**config.mk**
```make
export PLATFORM = sky130hd
export DESIGN_NAME = dpc_regs
export DESIGN_NICKNAME = d
export VERILOG_FILES = /design/src/dpc_pkg.sv /design/src/dpc_regs.sv
export SDC_FILE = /design/constraint.sdc
export NUM_CORES = 2
export LEC_CHECK = 0
export BUFFER_PORTS_ARGS = -buffer_cell sky130_fd_sc_hd__buf_4
export CORE_UTILIZATION = 60
export DETAILED_ROUTE_END_ITERATION = 10
export GPL_ROUTABILITY_DRIVEN = 1
export PLACE_DENSITY = 0.83
export RECOVER_POWER = 100
export SYNTH_ARGS = -nofsm -noshare
export SYNTH_HDL_FRONTEND = slang
export SYNTH_SLANG_ARGS = --single-unit
```
**constraint.sdc**
```tcl
create_clock -name clk_sys -period 16.4 [get_ports clk_sys]
set_input_delay 3.28 -clock clk_sys [delete_from_list [all_inputs] [get_ports clk_sys]]
set_output_delay 3.28 -clock clk_sys [all_outputs]
set_load 0.005 [all_outputs]
```
**src/dpc_pkg.sv**
```systemverilog
`default_nettype none
package dpc_pkg;
	// Bus geometry
	localparam int ADDR_W = 12;
	localparam int DATA_W = 32;
	localparam int REG_W = 16;
	localparam int NUM_REGS = 18;
	localparam int SYNC_STAGES = 3;

	// Register indices, byte address is four times the index
	localparam logic [9:0] IDX_SWITCH_METHOD = 10'h07C;
	localparam logic [9:0] IDX_SWITCH_METHOD_M2 = 10'h07D;
	localparam logic [9:0] IDX_ACCEL_FREQ = 10'h07E;
	localparam logic [9:0] IDX_ACCEL_FREQ_M2 = 10'h07F;
	localparam logic [9:0] IDX_DECEL_FREQ = 10'h080;
	localparam logic [9:0] IDX_DECEL_FREQ_M2 = 10'h081;
	localparam logic [9:0] IDX_ACCEL_CURVE = 10'h082;
	localparam logic [9:0] IDX_DECEL_CURVE = 10'h083;
	localparam logic [9:0] IDX_CIN_START_FREQ = 10'h084;
	localparam logic [9:0] IDX_CIN_END_FREQ = 10'h085;
	localparam logic [9:0] IDX_CIN_START_PCT = 10'h086;
	localparam logic [9:0] IDX_CIN_END_PCT = 10'h087;
	localparam logic [9:0] IDX_CIN_START_OPT = 10'h088;
	localparam logic [9:0] IDX_OPERAND_A = 10'h0E3;
	localparam logic [9:0] IDX_OPERAND_B = 10'h0E4;
	localparam logic [9:0] IDX_OPERATION = 10'h0E5;
	localparam logic [9:0] IDX_OFFSET_FREQ = 10'h0E6;
	localparam logic [9:0] IDX_OFFSET_DIR = 10'h0E7;

	// Storage slots
	localparam logic [4:0] SLOT_SWITCH_METHOD = 5'h00;
	localparam logic [4:0] SLOT_SWITCH_METHOD_M2 = 5'h01;
	localparam logic [4:0] SLOT_ACCEL_FREQ = 5'h02;
	localparam logic [4:0] SLOT_ACCEL_FREQ_M2 = 5'h03;
	localparam logic [4:0] SLOT_DECEL_FREQ = 5'h04;
	localparam logic [4:0] SLOT_DECEL_FREQ_M2 = 5'h05;
	localparam logic [4:0] SLOT_ACCEL_CURVE = 5'h06;
	localparam logic [4:0] SLOT_DECEL_CURVE = 5'h07;
	localparam logic [4:0] SLOT_CIN_START_FREQ = 5'h08;
	localparam logic [4:0] SLOT_CIN_END_FREQ = 5'h09;
	localparam logic [4:0] SLOT_CIN_START_PCT = 5'h0A;
	localparam logic [4:0] SLOT_CIN_END_PCT = 5'h0B;
	localparam logic [4:0] SLOT_CIN_START_OPT = 5'h0C;
	localparam logic [4:0] SLOT_OPERAND_A = 5'h0D;
	localparam logic [4:0] SLOT_OPERAND_B = 5'h0E;
	localparam logic [4:0] SLOT_OPERATION = 5'h0F;
	localparam logic [4:0] SLOT_OFFSET_FREQ = 5'h10;
	localparam logic [4:0] SLOT_OFFSET_DIR = 5'h11;

	// Upper limits of the legal ranges
	localparam logic [15:0] MAX_FLAG = 16'h0001;
	localparam logic [15:0] MAX_FREQ = 16'h0FA0;
	localparam logic [15:0] MAX_PCT = 16'h0064;
	localparam logic [15:0] MAX_SOURCE = 16'h0004;
	localparam logic [15:0] MAX_OPERATION = 16'h0002;

	// Option codes
	localparam logic [15:0] CODE_ONE = 16'h0001;
	localparam logic [15:0] SRC_PANEL = 16'h0000;
	localparam logic [15:0] SRC_KEYPAD_POT = 16'h0001;
	localparam logic [15:0] SRC_VOLTAGE_IN = 16'h0002;
	localparam logic [15:0] SRC_CURRENT_IN = 16'h0003;
	localparam logic [15:0] OP_ADD = 16'h0000;
	localparam logic [15:0] OP_SUB = 16'h0001;

	// Reset values and bus answers
	localparam logic [15:0] REG_RESET = 16'h0000;
	localparam logic [1:0] RESP_OKAY = 2'h0;
	localparam logic [1:0] RESP_SLVERR = 2'h2;
	localparam logic [1:0] RESP_DECERR = 2'h3;
endpackage : dpc_pkg
`default_nettype wire

```
**src/dpc_regs.sv**
```systemverilog
// Local design decision: the AXI4-Lite interface to the registers.
`default_nettype none
// Behaviour
// RL1: Per-motor profile switch method, codes 0-1
// RL2: Per-motor accel transition frequency, 0-4000
// RL3: Per-motor decel transition frequency, 0-4000
// RL4: Accel/decel curve select, linear or S
// RL5: Current-input start/end frequency, 0-4000
// RL6: Current-input start/end percent, 0-100
// RL7: Start option: stored start or zero
// RL8: Operand A source select, codes 0-4
// RL9: Operand B source select, codes 0-4
// RL10: Calculate: add, subtract or multiply
// RL11: Offset applied only while terminal on
// RL12: Direction picks add or subtract offset
// RL13: Unsigned counts; out-of-range writes rejected
module dpc_regs (
	// Clock and reset
	input wire logic clk_sys,
	input wire logic rst,
	// AXI4-Lite write address
	input wire logic [11:0] s_axi_awaddr,
	input wire logic s_axi_awvalid,
	output logic s_axi_awready,
	// AXI4-Lite write data
	input wire logic [31:0] s_axi_wdata,
	input wire logic [3:0] s_axi_wstrb,
	input wire logic s_axi_wvalid,
	output logic s_axi_wready,
	// AXI4-Lite write response
	output logic [1:0] s_axi_bresp,
	output logic s_axi_bvalid,
	input wire logic s_axi_bready,
	// AXI4-Lite read address
	input wire logic [11:0] s_axi_araddr,
	input wire logic s_axi_arvalid,
	output logic s_axi_arready,
	// AXI4-Lite read data
	output logic [31:0] s_axi_rdata,
	output logic [1:0] s_axi_rresp,
	output logic s_axi_rvalid,
	input wire logic s_axi_rready,
	// Terminals
	input wire logic offset_enable_pin,
	input wire logic motor2_select_pin,
	// Calculate sources and frequency setting, same clock domain
	input wire logic [15:0] panel_setting,
	input wire logic [15:0] keypad_pot,
	input wire logic [15:0] voltage_input,
	input wire logic [15:0] current_input,
	input wire logic [15:0] network_variable,
	input wire logic [15:0] freq_setting,
	// Profile controls for the active motor
	output logic switch_method_q,
	output logic [15:0] accel_switch_freq_q,
	output logic [15:0] decel_switch_freq_q,
	output logic accel_s_curve_q,
	output logic decel_s_curve_q,
	// Current input scaling
	output logic [15:0] cin_start_freq_q,
	output logic [15:0] cin_end_freq_q,
	output logic [15:0] cin_start_pct_q,
	output logic [15:0] cin_end_pct_q,
	// Results
	output logic [31:0] calc_result_q,
	output logic [15:0] out_freq_q
);
	// Address to storage slot, bit 5 marks a hit
	function automatic logic [5:0] dpc_decode(input logic [11:0] addr);
		logic [9:0] idx;
		idx = addr[11:2];
		if (idx == dpc_pkg::IDX_SWITCH_METHOD) begin
			dpc_decode = {1'b1, dpc_pkg::SLOT_SWITCH_METHOD};
		end else if (idx == dpc_pkg::IDX_SWITCH_METHOD_M2) begin
			dpc_decode = {1'b1, dpc_pkg::SLOT_SWITCH_METHOD_M2};
		end else if (idx == dpc_pkg::IDX_ACCEL_FREQ) begin
			dpc_decode = {1'b1, dpc_pkg::SLOT_ACCEL_FREQ};
		end else if (idx == dpc_pkg::IDX_ACCEL_FREQ_M2) begin
			dpc_decode = {1'b1, dpc_pkg::SLOT_ACCEL_FREQ_M2};
		end else if (idx == dpc_pkg::IDX_DECEL_FREQ) begin
			dpc_decode = {1'b1, dpc_pkg::SLOT_DECEL_FREQ};
		end else if (idx == dpc_pkg::IDX_DECEL_FREQ_M2) begin
			dpc_decode = {1'b1, dpc_pkg::SLOT_DECEL_FREQ_M2};
		end else if (idx == dpc_pkg::IDX_ACCEL_CURVE) begin
			dpc_decode = {1'b1, dpc_pkg::SLOT_ACCEL_CURVE};
		end else if (idx == dpc_pkg::IDX_DECEL_CURVE) begin
			dpc_decode = {1'b1, dpc_pkg::SLOT_DECEL_CURVE};
		end else if (idx == dpc_pkg::IDX_CIN_START_FREQ) begin
			dpc_decode = {1'b1, dpc_pkg::SLOT_CIN_START_FREQ};
		end else if (idx == dpc_pkg::IDX_CIN_END_FREQ) begin
			dpc_decode = {1'b1, dpc_pkg::SLOT_CIN_END_FREQ};
		end else if (idx == dpc_pkg::IDX_CIN_START_PCT) begin
			dpc_decode = {1'b1, dpc_pkg::SLOT_CIN_START_PCT};
		end else if (idx == dpc_pkg::IDX_CIN_END_PCT) begin
			dpc_decode = {1'b1, dpc_pkg::SLOT_CIN_END_PCT};
		end else if (idx == dpc_pkg::IDX_CIN_START_OPT) begin
			dpc_decode = {1'b1, dpc_pkg::SLOT_CIN_START_OPT};
		end else if (idx == dpc_pkg::IDX_OPERAND_A) begin
			dpc_decode = {1'b1, dpc_pkg::SLOT_OPERAND_A};
		end else if (idx == dpc_pkg::IDX_OPERAND_B) begin
			dpc_decode = {1'b1, dpc_pkg::SLOT_OPERAND_B};
		end else if (idx == dpc_pkg::IDX_OPERATION) begin
			dpc_decode = {1'b1, dpc_pkg::SLOT_OPERATION};
		end else if (idx == dpc_pkg::IDX_OFFSET_FREQ) begin
			dpc_decode = {1'b1, dpc_pkg::SLOT_OFFSET_FREQ};
		end else if (idx == dpc_pkg::IDX_OFFSET_DIR) begin
			dpc_decode = {1'b1, dpc_pkg::SLOT_OFFSET_DIR};
		end else begin
			dpc_decode = 6'h00;
		end
	endfunction : dpc_decode

	// Largest legal count of each slot
	function automatic logic [15:0] dpc_limit(input logic [4:0] slot);
		case (slot)
			dpc_pkg::SLOT_ACCEL_FREQ, dpc_pkg::SLOT_ACCEL_FREQ_M2, dpc_pkg::SLOT_DECEL_FREQ,
			dpc_pkg::SLOT_DECEL_FREQ_M2, dpc_pkg::SLOT_CIN_START_FREQ,
			dpc_pkg::SLOT_CIN_END_FREQ, dpc_pkg::SLOT_OFFSET_FREQ: dpc_limit = dpc_pkg::MAX_FREQ;
			dpc_pkg::SLOT_CIN_START_PCT, dpc_pkg::SLOT_CIN_END_PCT: dpc_limit = dpc_pkg::MAX_PCT;
			dpc_pkg::SLOT_OPERAND_A, dpc_pkg::SLOT_OPERAND_B: dpc_limit = dpc_pkg::MAX_SOURCE;
			dpc_pkg::SLOT_OPERATION: dpc_limit = dpc_pkg::MAX_OPERATION;
			default: dpc_limit = dpc_pkg::MAX_FLAG;
		endcase
	endfunction : dpc_limit

	// Calculate source by code; codes above 4 cannot be stored
	function automatic logic [15:0] dpc_source(input logic [15:0] code, input logic [15:0] p,
		input logic [15:0] k, input logic [15:0] v, input logic [15:0] c, input logic [15:0] n);
		if (code == dpc_pkg::SRC_PANEL) begin
			dpc_source = p;
		end else if (code == dpc_pkg::SRC_KEYPAD_POT) begin
			dpc_source = k;
		end else if (code == dpc_pkg::SRC_VOLTAGE_IN) begin
			dpc_source = v;
		end else if (code == dpc_pkg::SRC_CURRENT_IN) begin
			dpc_source = c;
		end else begin
			dpc_source = n;
		end
	endfunction : dpc_source

	logic [15:0] regs_q [0:17];
	logic aw_held_q, w_held_q, awready_q, wready_q, bvalid_q, arready_q, rvalid_q;
	logic [11:0] awaddr_q;
	logic [31:0] wdata_q, rdata_q;
	logic [3:0] wstrb_q;
	logic [1:0] bresp_q, rresp_q;
	logic [2:0] sync_q [0:1];
	logic offset_on_q, motor2_q;

	// Bus handshakes and next-state terms
	wire aw_hs = s_axi_awvalid & awready_q;
	wire w_hs = s_axi_wvalid & wready_q;
	wire ar_hs = s_axi_arvalid & arready_q;
	wire wr_commit = aw_held_q & w_held_q & ~bvalid_q;
	wire bvalid_d = wr_commit | (bvalid_q & ~s_axi_bready);
	wire aw_held_d = (aw_held_q & ~wr_commit) | aw_hs;
	wire w_held_d = (w_held_q & ~wr_commit) | w_hs;
	wire rvalid_d = ar_hs | (rvalid_q & ~s_axi_rready);

	// Write decode, byte merge and range check
	wire [5:0] wr_dec = dpc_decode(awaddr_q);
	wire wr_hit = wr_dec[5];
	wire [4:0] wr_slot = wr_dec[4:0];
	wire [15:0] wr_old = regs_q[wr_slot];
	wire [15:0] wr_new = {wstrb_q[1] ? wdata_q[15:8] : wr_old[15:8],
		wstrb_q[0] ? wdata_q[7:0] : wr_old[7:0]};
	wire wr_ok = wr_hit & (wr_new <= dpc_limit(wr_slot)); // RL13
	wire [1:0] wr_resp = ~wr_hit ? dpc_pkg::RESP_DECERR
		: (wr_ok ? dpc_pkg::RESP_OKAY : dpc_pkg::RESP_SLVERR);

	// Read decode
	wire [5:0] rd_dec = dpc_decode(s_axi_araddr);
	wire [31:0] rd_data = rd_dec[5] ? {16'h0000, regs_q[rd_dec[4:0]]} : 32'h0000_0000;
	wire [1:0] rd_resp = rd_dec[5] ? dpc_pkg::RESP_OKAY : dpc_pkg::RESP_DECERR;

	// Bus ports straight from flops
	assign s_axi_awready = awready_q;
	assign s_axi_wready = wready_q;
	assign s_axi_bvalid = bvalid_q;
	assign s_axi_bresp = bresp_q;
	assign s_axi_arready = arready_q;
	assign s_axi_rvalid = rvalid_q;
	assign s_axi_rdata = rdata_q;
	assign s_axi_rresp = rresp_q;

	// Write channel: hold address and data until both are in
	always_ff @(posedge clk_sys) begin
		if (rst) begin
			aw_held_q <= 1'b0;
			w_held_q <= 1'b0;
			awready_q <= 1'b0;
			wready_q <= 1'b0;
			bvalid_q <= 1'b0;
			bresp_q <= dpc_pkg::RESP_OKAY;
		end else begin
			aw_held_q <= aw_held_d;
			w_held_q <= w_held_d;
			awready_q <= ~aw_held_d & ~bvalid_d;
			wready_q <= ~w_held_d & ~bvalid_d;
			bvalid_q <= bvalid_d;
			if (wr_commit) begin
				bresp_q <= wr_resp;
			end
		end
	end

	// Payload capture, no reset needed
	always_ff @(posedge clk_sys) begin
		if (aw_hs) begin
			awaddr_q <= s_axi_awaddr;
		end
		if (w_hs) begin
			wdata_q <= s_axi_wdata;
			wstrb_q <= s_axi_wstrb;
		end
	end

	// Read channel: one read in flight, answered the cycle after
	always_ff @(posedge clk_sys) begin
		if (rst) begin
			arready_q <= 1'b0;
			rvalid_q <= 1'b0;
			rdata_q <= 32'h0000_0000;
			rresp_q <= dpc_pkg::RESP_OKAY;
		end else begin
			arready_q <= ~rvalid_d;
			rvalid_q <= rvalid_d;
			if (ar_hs) begin
				rdata_q <= rd_data;
				rresp_q <= rd_resp;
			end
		end
	end

	// Register storage; a rejected write leaves the old count
	genvar gi;
	generate
		for (gi = 0; gi < dpc_pkg::NUM_REGS; gi++) begin : g_reg
			always_ff @(posedge clk_sys) begin
				if (rst) begin
					regs_q[gi] <= dpc_pkg::REG_RESET;
				end else if (wr_commit && wr_ok && wr_slot == 5'(gi)) begin
					regs_q[gi] <= wr_new; // RL13
				end
			end
		end
	endgenerate

	// Terminal synchronisers; a change counts once stages two and three agree
	wire [1:0] pin_in = {motor2_select_pin, offset_enable_pin};
	generate
		for (gi = 0; gi < 2; gi++) begin : g_sync
			always_ff @(posedge clk_sys) begin
				if (rst) begin
					sync_q[gi] <= 3'h0;
				end else begin
					sync_q[gi] <= {sync_q[gi][1:0], pin_in[gi]};
				end
			end
		end
	endgenerate

	wire offset_stable = sync_q[0][1] == sync_q[0][2];
	wire motor2_stable = sync_q[1][1] == sync_q[1][2];

	// Filtered terminal levels
	always_ff @(posedge clk_sys) begin
		if (rst) begin
			offset_on_q <= 1'b0;
			motor2_q <= 1'b0;
		end else begin
			if (offset_stable) begin
				offset_on_q <= sync_q[0][2];
			end
			if (motor2_stable) begin
				motor2_q <= sync_q[1][2];
			end
		end
	end

	// Per-motor profile selection
	wire [15:0] method_sel = motor2_q ? regs_q[dpc_pkg::SLOT_SWITCH_METHOD_M2]
		: regs_q[dpc_pkg::SLOT_SWITCH_METHOD];
	wire [15:0] acc_sel = motor2_q ? regs_q[dpc_pkg::SLOT_ACCEL_FREQ_M2]
		: regs_q[dpc_pkg::SLOT_ACCEL_FREQ];
	wire [15:0] dec_sel = motor2_q ? regs_q[dpc_pkg::SLOT_DECEL_FREQ_M2]
		: regs_q[dpc_pkg::SLOT_DECEL_FREQ];

	// Calculate operands and offset terms
	wire [15:0] opa_val = dpc_source(regs_q[dpc_pkg::SLOT_OPERAND_A], panel_setting,
		keypad_pot, voltage_input, current_input, network_variable); // RL8
	wire [15:0] opb_val = dpc_source(regs_q[dpc_pkg::SLOT_OPERAND_B], panel_setting,
		keypad_pot, voltage_input, current_input, network_variable); // RL9
	wire [15:0] calc_op = regs_q[dpc_pkg::SLOT_OPERATION];
	wire [15:0] ofs = regs_q[dpc_pkg::SLOT_OFFSET_FREQ];
	wire ofs_minus = regs_q[dpc_pkg::SLOT_OFFSET_DIR] == dpc_pkg::CODE_ONE;
	wire [16:0] ofs_sum = {1'b0, freq_setting} + {1'b0, ofs};
	// Minus floors at zero so the drive never sees a wrapped frequency
	wire [15:0] ofs_diff = (freq_setting > ofs) ? freq_setting - ofs : 16'h0000;
	wire [15:0] ofs_plus = ofs_sum[16] ? 16'hFFFF : ofs_sum[15:0];

	// Profile and curve outputs
	always_ff @(posedge clk_sys) begin
		if (rst) begin
			switch_method_q <= 1'b0;
			accel_switch_freq_q <= dpc_pkg::REG_RESET;
			decel_switch_freq_q <= dpc_pkg::REG_RESET;
			accel_s_curve_q <= 1'b0;
			decel_s_curve_q <= 1'b0;
		end else begin
			switch_method_q <= method_sel == dpc_pkg::CODE_ONE; // RL1
			accel_switch_freq_q <= acc_sel; // RL2
			decel_switch_freq_q <= dec_sel; // RL3
			accel_s_curve_q <= regs_q[dpc_pkg::SLOT_ACCEL_CURVE] == dpc_pkg::CODE_ONE; // RL4
			decel_s_curve_q <= regs_q[dpc_pkg::SLOT_DECEL_CURVE] == dpc_pkg::CODE_ONE; // RL4
		end
	end

	// Current input scaling outputs
	always_ff @(posedge clk_sys) begin
		if (rst) begin
			cin_start_freq_q <= dpc_pkg::REG_RESET;
			cin_end_freq_q <= dpc_pkg::REG_RESET;
			cin_start_pct_q <= dpc_pkg::REG_RESET;
			cin_end_pct_q <= dpc_pkg::REG_RESET;
		end else begin
			cin_start_freq_q <= (regs_q[dpc_pkg::SLOT_CIN_START_OPT] == dpc_pkg::CODE_ONE)
				? 16'h0000 : regs_q[dpc_pkg::SLOT_CIN_START_FREQ]; // RL7
			cin_end_freq_q <= regs_q[dpc_pkg::SLOT_CIN_END_FREQ]; // RL5
			cin_start_pct_q <= regs_q[dpc_pkg::SLOT_CIN_START_PCT]; // RL6
			cin_end_pct_q <= regs_q[dpc_pkg::SLOT_CIN_END_PCT]; // RL6
		end
	end

	// Calculate function and offset frequency
	always_ff @(posedge clk_sys) begin
		if (rst) begin
			calc_result_q <= 32'h0000_0000;
			out_freq_q <= dpc_pkg::REG_RESET;
		end else begin
			if (calc_op == dpc_pkg::OP_ADD) begin
				calc_result_q <= {16'h0000, opa_val} + {16'h0000, opb_val}; // RL10
			end else if (calc_op == dpc_pkg::OP_SUB) begin
				calc_result_q <= {16'h0000, opa_val} - {16'h0000, opb_val}; // RL10
			end else begin
				calc_result_q <= {16'h0000, opa_val} * {16'h0000, opb_val}; // RL10
			end
			if (!offset_on_q) begin
				out_freq_q <= freq_setting; // RL11
			end else begin
				out_freq_q <= ofs_minus ? ofs_diff : ofs_plus; // RL12
			end
		end
	end
endmodule : dpc_regs
`default_nettype wire

```
* Word-level counts from Yosys, hierarchy flattened *
Memory sizes are Yosys's and may differ from the RTL's. A register that Yosys moved wholly into a read port is not among the register bits.
Index checks and enable logic that the tools add are counted.

storage, ports and cells
  register bits after elaboration = 158
  memory bits (writable) = 294
  memory bits (read-only) = 320
  bits of input ports = 165
  output and inout bits = 188
  memories kept = 3

memory list
  memory           words  bits a word  rd ports  clocked after Yosys merged registers in  write ports  RTL line         source
  (no name shown)  32     10           1         0                                        0            dpc_regs.sv:115  case (slot)
  regs_q           18     16           20        4                                        18           dpc_regs.sv:142  logic [15:0] regs_q [0:17];
  sync_q           2      3            2         0                                        2            dpc_regs.sv:148  logic [2:0] sync_q [0:1];

operators by class
  add/sub/neg operators = 4
  $mul = 1
  $lt $le $gt $ge = 2
  eq/ne operators = 67
  multiplexer cells = 136
  bitwise operators = 44
  reduce and logical (&&, ||, !) cells = 24

operators by type and width
  kind                                                               count
  16-bit two-way mux                                                 34
  10-bit by 8-bit == test with 1-bit output (second input constant)  28
  6-bit two-way mux                                                  36
  16-bit by 1-bit == test with 1-bit output (second input constant)  8
  10-bit by 7-bit == test with 1-bit output (second input constant)  8
  16-bit by 2-bit == test with 1-bit output (second input constant)  4
  32-bit two-way mux                                                 2
  1-bit two-way mux                                                  57
  16-bit logical NOT                                                 3
  5-bit by 4-bit == test with 1-bit output (second input constant)   8
  16-bit by 16-bit adder with 17-bit output                          2
  16-bit by 16-bit multiplier with 32-bit output                     1
  1-bit bitwise OR                                                   24
  5-bit by 3-bit == test with 1-bit output (second input constant)   4
  1-bit logical AND                                                  19
  16-bit by 16-bit subtractor with 17-bit output                     1
  16-bit > comparator                                                1
  16-bit <= comparator                                               1
  8-bit two-way mux                                                  2
  16-bit subtractor                                                  1
  1-bit AND                                                          12
  5-bit by 2-bit == test with 1-bit output (second input constant)   2
  5-bit == test (second input constant)                              2
  1-bit inverter                                                     8
  other kinds (6)                                                    10

* Longest topological paths before layout *
An unclocked memory read counts as a cell.

  depth after elaboration = 29
  gate-level depth with buffers = 34
  depth with buffers taken out = 32

* Worst setup path before layout *
OpenSTA, ideal clock, no wires.

  path kind = input to register
  from = in current_input[12]
  to = reg calc_result_q[31]
  setup time = 145 ps
  data arrival time = 9623 ps
  path slack = 6632 ps
  cell stages on the path = 30
  cell sequence = mux2i_1 -> nor2_1 -> a21oi_1 -> nor2_1 -> a21oi_1 -> o21ai_1 -> clkbuf_1 -> nand2_1 -> fa_1 -> inv_1 -> fa_1 -> inv_1 -> fa_1 -> inv_1 -> fa_1 -> inv_1 -> fa_1 -> inv_1 -> fa_1 -> ha_1 -> o21a_1 -> o21a_1 -> nand4_1 -> a31oi_1 -> a31oi_1 -> o21ai_0 -> or4_1 -> a31oi_1 -> xnor2_1 -> o21ai_0

between the ends
  cells in the longest elaborated chain, start to end = 7
  elaborated cells on any way between the ends = 12
  those cells by class = add/sub (1); mul (1); mux (10)

RTL lines
  item                                                                                                                     RTL line                          source
  start, declared                                                                                                          dpc_regs.sv:50                    input wire logic [15:0] current_input,
  16-bit two-way mux                                                                                                       dpc_regs.sv:135                   end else if (code == dpc_pkg::SRC_CURRENT_IN) begin
  16-bit two-way mux                                                                                                       dpc_regs.sv:133                   end else if (code == dpc_pkg::SRC_VOLTAGE_IN) begin
  16-bit two-way mux                                                                                                       dpc_regs.sv:131                   end else if (code == dpc_pkg::SRC_KEYPAD_POT) begin
  16-bit two-way mux                                                                                                       dpc_regs.sv:129                   if (code == dpc_pkg::SRC_PANEL) begin
  16-bit by 16-bit multiplier with 32-bit output / 16-bit by 16-bit subtractor with 17-bit output (equally long branches)  dpc_regs.sv:347, dpc_regs.sv:345
  32-bit two-way mux *                                                                                                     dpc_regs.sv:344                   end else if (calc_op == dpc_pkg::OP_SUB) begin
  32-bit two-way mux *                                                                                                     dpc_regs.sv:342                   if (calc_op == dpc_pkg::OP_ADD) begin
  end signal, assigned                                                                                                     dpc_regs.sv:343                   calc_result_q <= {16'h0000, opa_val} + {16'h0000, opb_val};
  end signal, assigned                                                                                                     dpc_regs.sv:345                   calc_result_q <= {16'h0000, opa_val} - {16'h0000, opb_val};
  end signal, assigned                                                                                                     dpc_regs.sv:347                   calc_result_q <= {16'h0000, opa_val} * {16'h0000, opb_val};
  end, declared                                                                                                            dpc_regs.sv:65                    output logic [31:0] calc_result_q,

Mark *: on every way between the ends. The rest lies on a longest branch, timed or not.
A chain may end at the register's enable or synchronous reset.

==> flow_metrics.env <==
export IMPL_status="complete, but fails checks"
export IMPL_violations="DRC, capacitance limit, slew limit"
export IMPL_root_buffer="clkbuf_16"
export IMPL_crit_chain="or4b_1 -> or4_1 -> nand2_1 -> clkbuf_1 -> a211oi_1 -> a31oi_1 -> nand4_1 -> o21ai_0 -> ha_1 -> nor2b_1 -> o21ai_0 -> nand2b_1 -> a21oi_1 -> o22a_1 -> o31ai_1 -> a2111oi_4 -> clkbuf_1 -> and2_0 -> a31o_1"
export IMPL_grt_max_degree=86
export IMPL_cts_buffer_depth=3
export IMPL_r2r_setup_slack_ns=3.21
export IMPL_cts_buffers=53
export IMPL_largest_register_ffs=288
export IMPL_fin_crit_sh=0.805
export IMPL_area_growth_pct=13.6
export IMPL_synth_cells=3555
export IMPL_synth_main_ff_cell="edfxtp_1"
export IMPL_synth_edf_count=316
export IMPL_cts_max_level=2
export IMPL_slew_headroom=-1.67
export IMPL_grt_pass1_vias=28900
export IMPL_core_um2=57700
export IMPL_synth_seq_cells=497
export IMPL_setup_tns_ns=0
export IMPL_final_core_utilization=0.690
export IMPL_cp_slowest_stage_delay_ns=2.04
export IMPL_slowest_stage="clkbuf_1"
export IMPL_synth_cell_types=91
export IMPL_power_internal_w=0.00319
export IMPL_die_area_um2=59400
export IMPL_grt_pass1_wl_um=172000
export IMPL_ctsResizeCount=0
export IMPL_arrival_ns=13.44
export IMPL_hold_path_depth=1
export IMPL_yosys_top_cells_area="edfxtp_1 27%, fa_1 11%, dfxtp_1 10%"
export IMPL_post_place_ws_ns=5.55
export IMPL_path_class="flop to flop"
export IMPL_p_sw_frac=0.388
export IMPL_top_regs="regs_q (288), calc_result_q (32)"
export IMPL_die_h_um=244
export IMPL_rsz0062_at_grt="no"
export IMPL_path_clk_slew_ns=0.06
export IMPL_ioPinCount=353
export IMPL_overflow=0
export IMPL_drt_first_pass_iters=9
export IMPL_rr_worst_depth=19
export IMPL_netlist_area_leader_share=0.271
export IMPL_hp_start="sync_q[0][0]"
export IMPL_row_count=88
export IMPL_p_sw_w=0.00202
export IMPL_worstHoldPathType="flop to flop"
export IMPL_critPathLaunchType="flop"
export IMPL_initial_core_util=0.607
export IMPL_setup_viol=0
export IMPL_gp_congestion=1.07
export IMPL_pwr_share_clk=0.238
export IMPL_clock_latency_ns=0.64
export IMPL_syn_area_um2=35000
export IMPL_rr_endpoint="regs_q[13][5]"
export IMPL_drive_gt1_frac=0.151
export IMPL_min_to="sync_q[0][1]"
export IMPL_worst_ep_required_time_ns=16.65
export IMPL_fin_ws_ns=3.21
export IMPL_post_cts_setup_buffer_count=0
export IMPL_critPathCaptureType="flop"
export IMPL_fin_crit_ns=13.19
export IMPL_finalHoldViolations=0
export IMPL_cellPowerDensity_nw_per_um2=131
export IMPL_cap_viol_max_count=5
export IMPL_p_seq_frac=0.284
export IMPL_ys_seq_area_frac=0.374
export IMPL_avgRoutedWirePerCell_um=24.8
export IMPL_async_flop_share=0
export IMPL_worst_pin_slew_ns=4.00
export IMPL_peakVddDrop_uv=227
export IMPL_max_flop_register="regs_q"
export IMPL_cts_tree="built"
export IMPL_drt_iter0_markers=4453
export IMPL_leakagePower_nw=16.5
export IMPL_die_w_um=244
export IMPL_pwr_share_comb=0.477
export IMPL_track_usage=0.384
export IMPL_ys_warn_count=0
export IMPL_dp_hpwl_um=82400
export IMPL_antenna_found_initial=3
export IMPL_syn_area_per_cell_um2=9.85
export IMPL_r2r_start="awaddr_q[6]"
export IMPL_finClkSkew_ns=0.0268
export IMPL_synth_top_area_cell="edfxtp_1"
export IMPL_hold_buffers=0
export IMPL_drt_total_wl_um=115000
export IMPL_ant_nets=0
export IMPL_fmax_mhz=75.8
export IMPL_num_vias=30100
export IMPL_avgViaCountPerCell=6.47
export IMPL_cp_max_fo=49
export IMPL_slew_violations=271
export IMPL_remaining_drc_errors=2
export IMPL_numPortBuffers=314
export IMPL_nFillCells=4323
export IMPL_layout_nets=4391
export IMPL_cts_num_sinks=497
per-stage QoR:
step	total power, W	cells	cell area [µm²]	hold WS [ns]
2_1_floorplan	0.00330	3642	35400	0.414
3_3_place_gp	0.00387	4554	38200	0.422
3_5_place_dp	0.00392	4554	38200	0.434
4_1_cts	0.00517	4654	40000	0.436
5_1_grt	0.00554	4654	39800	0.467
6_report	0.00521	4655	39800	0.437
power groups by stage:
stage          logic, W  clock network [W]  registers (W)
2_1_floorplan   0.00181                  0        0.00149
3_3_place_gp    0.00237                  0        0.00150
3_5_place_dp    0.00242                  0        0.00150
4_1_cts         0.00245            0.00124        0.00148
5_1_grt         0.00277            0.00128        0.00149
6_report        0.00249            0.00124        0.00148
cell usage in the layout, fill, tap and decap left out, drive strengths merged, types with 52 or more instances in the layout:
cell      n
fa      198
conb     88
nor2    458
buf     156
ha      184
o21ai   122
edfxtp  316
a21oi   141
dfxtp   181
mux2     52
inv     314
nor2b    97
mux4     72
mux2i   113
clkbuf  297
nand2   438
final cells by class:
type                       instances  area (µm²)  share of cell area
sequential                       497       13100               0.329
tap                              765         957              0.0240
multi-input combinational       2605       20100               0.505
inverter                         314        1180              0.0297
timing repair buffer             373        2640              0.0664
clock inverter                    20         193             0.00484
antenna                            1        2.50           0.0000629
clock buffer                      80        1620              0.0406
layer usage:
metal / GRT usage / wire length [µm]
met2: 0.568 / 49600
met1: 0.501 / 41100
met5: 0.0131 / 119
met3: 0.131 / 17300
met4: 0.198 / 7320
worst max path at each step:
stage	start	slack (ns)	cells after the start	end
final	awaddr_q[6]	3.21	19	regs_q[13][5]
after global routing	awaddr_q[6]	3.35	19	regs_q[13][5]
after CTS	current_input[6]	6.15	30	calc_result_q[31]
after detailed placement	current_input[6]	5.55	30	calc_result_q[31]
after global placement	current_input[6]	5.66	30	calc_result_q[31]
after floorplan	current_input[12]	6.63	30	calc_result_q[31]
logic make-up after synthesis:
| family | Yosys count | synth area share |
|---|---|---|
| AO/OA/AOI/OAI | 588 | 0.112 |
| XOR/XNOR | 39 | 0.00975 |
| adder cells (fa/ha/maj) | 382 | 0.179 |
| buffers and inverters | 540 | 0.0628 |
| flip-flops | 497 | 0.374 |
| multiplexers | 237 | 0.0954 |
| other | 1 | 0.000107 |
| AND/OR/NAND/NOR | 1271 | 0.167 |
critical path: cells and delay by family, from the launching register on:
family / cells / cell delay (ns)
simple gates: 7 / 5.22
buf+inv: 2 / 3.10
compound gates: 9 / 3.62
fa+ha+maj: 1 / 0.34
flops: 1 / 0.44
cell usage after synthesis (21+ instances only):
| master | number |
|---|---|
| a211oi_1 | 35 |
| a21o_1 | 21 |
| a21oi_1 | 141 |
| a311oi_1 | 21 |
| a31oi_1 | 39 |
| and2_1 | 43 |
| and3_1 | 39 |
| buf_4 | 22 |
| clkbuf_1 | 166 |
| dfxtp_1 | 181 |
| edfxtp_1 | 316 |
| fa_1 | 198 |
| ha_1 | 184 |
| inv_1 | 308 |
| mux2_2 | 52 |
| mux2i_1 | 113 |
| mux4_2 | 71 |
| nand2_1 | 437 |
| nand3_1 | 29 |
| nand4_1 | 22 |
| nor2_1 | 458 |
| nor2b_1 | 97 |
| nor3_1 | 42 |
| nor4_1 | 32 |
| o21ai_0 | 112 |
| xnor2_1 | 24 |
No activity file was read; power rests on OpenSTA's default activity.
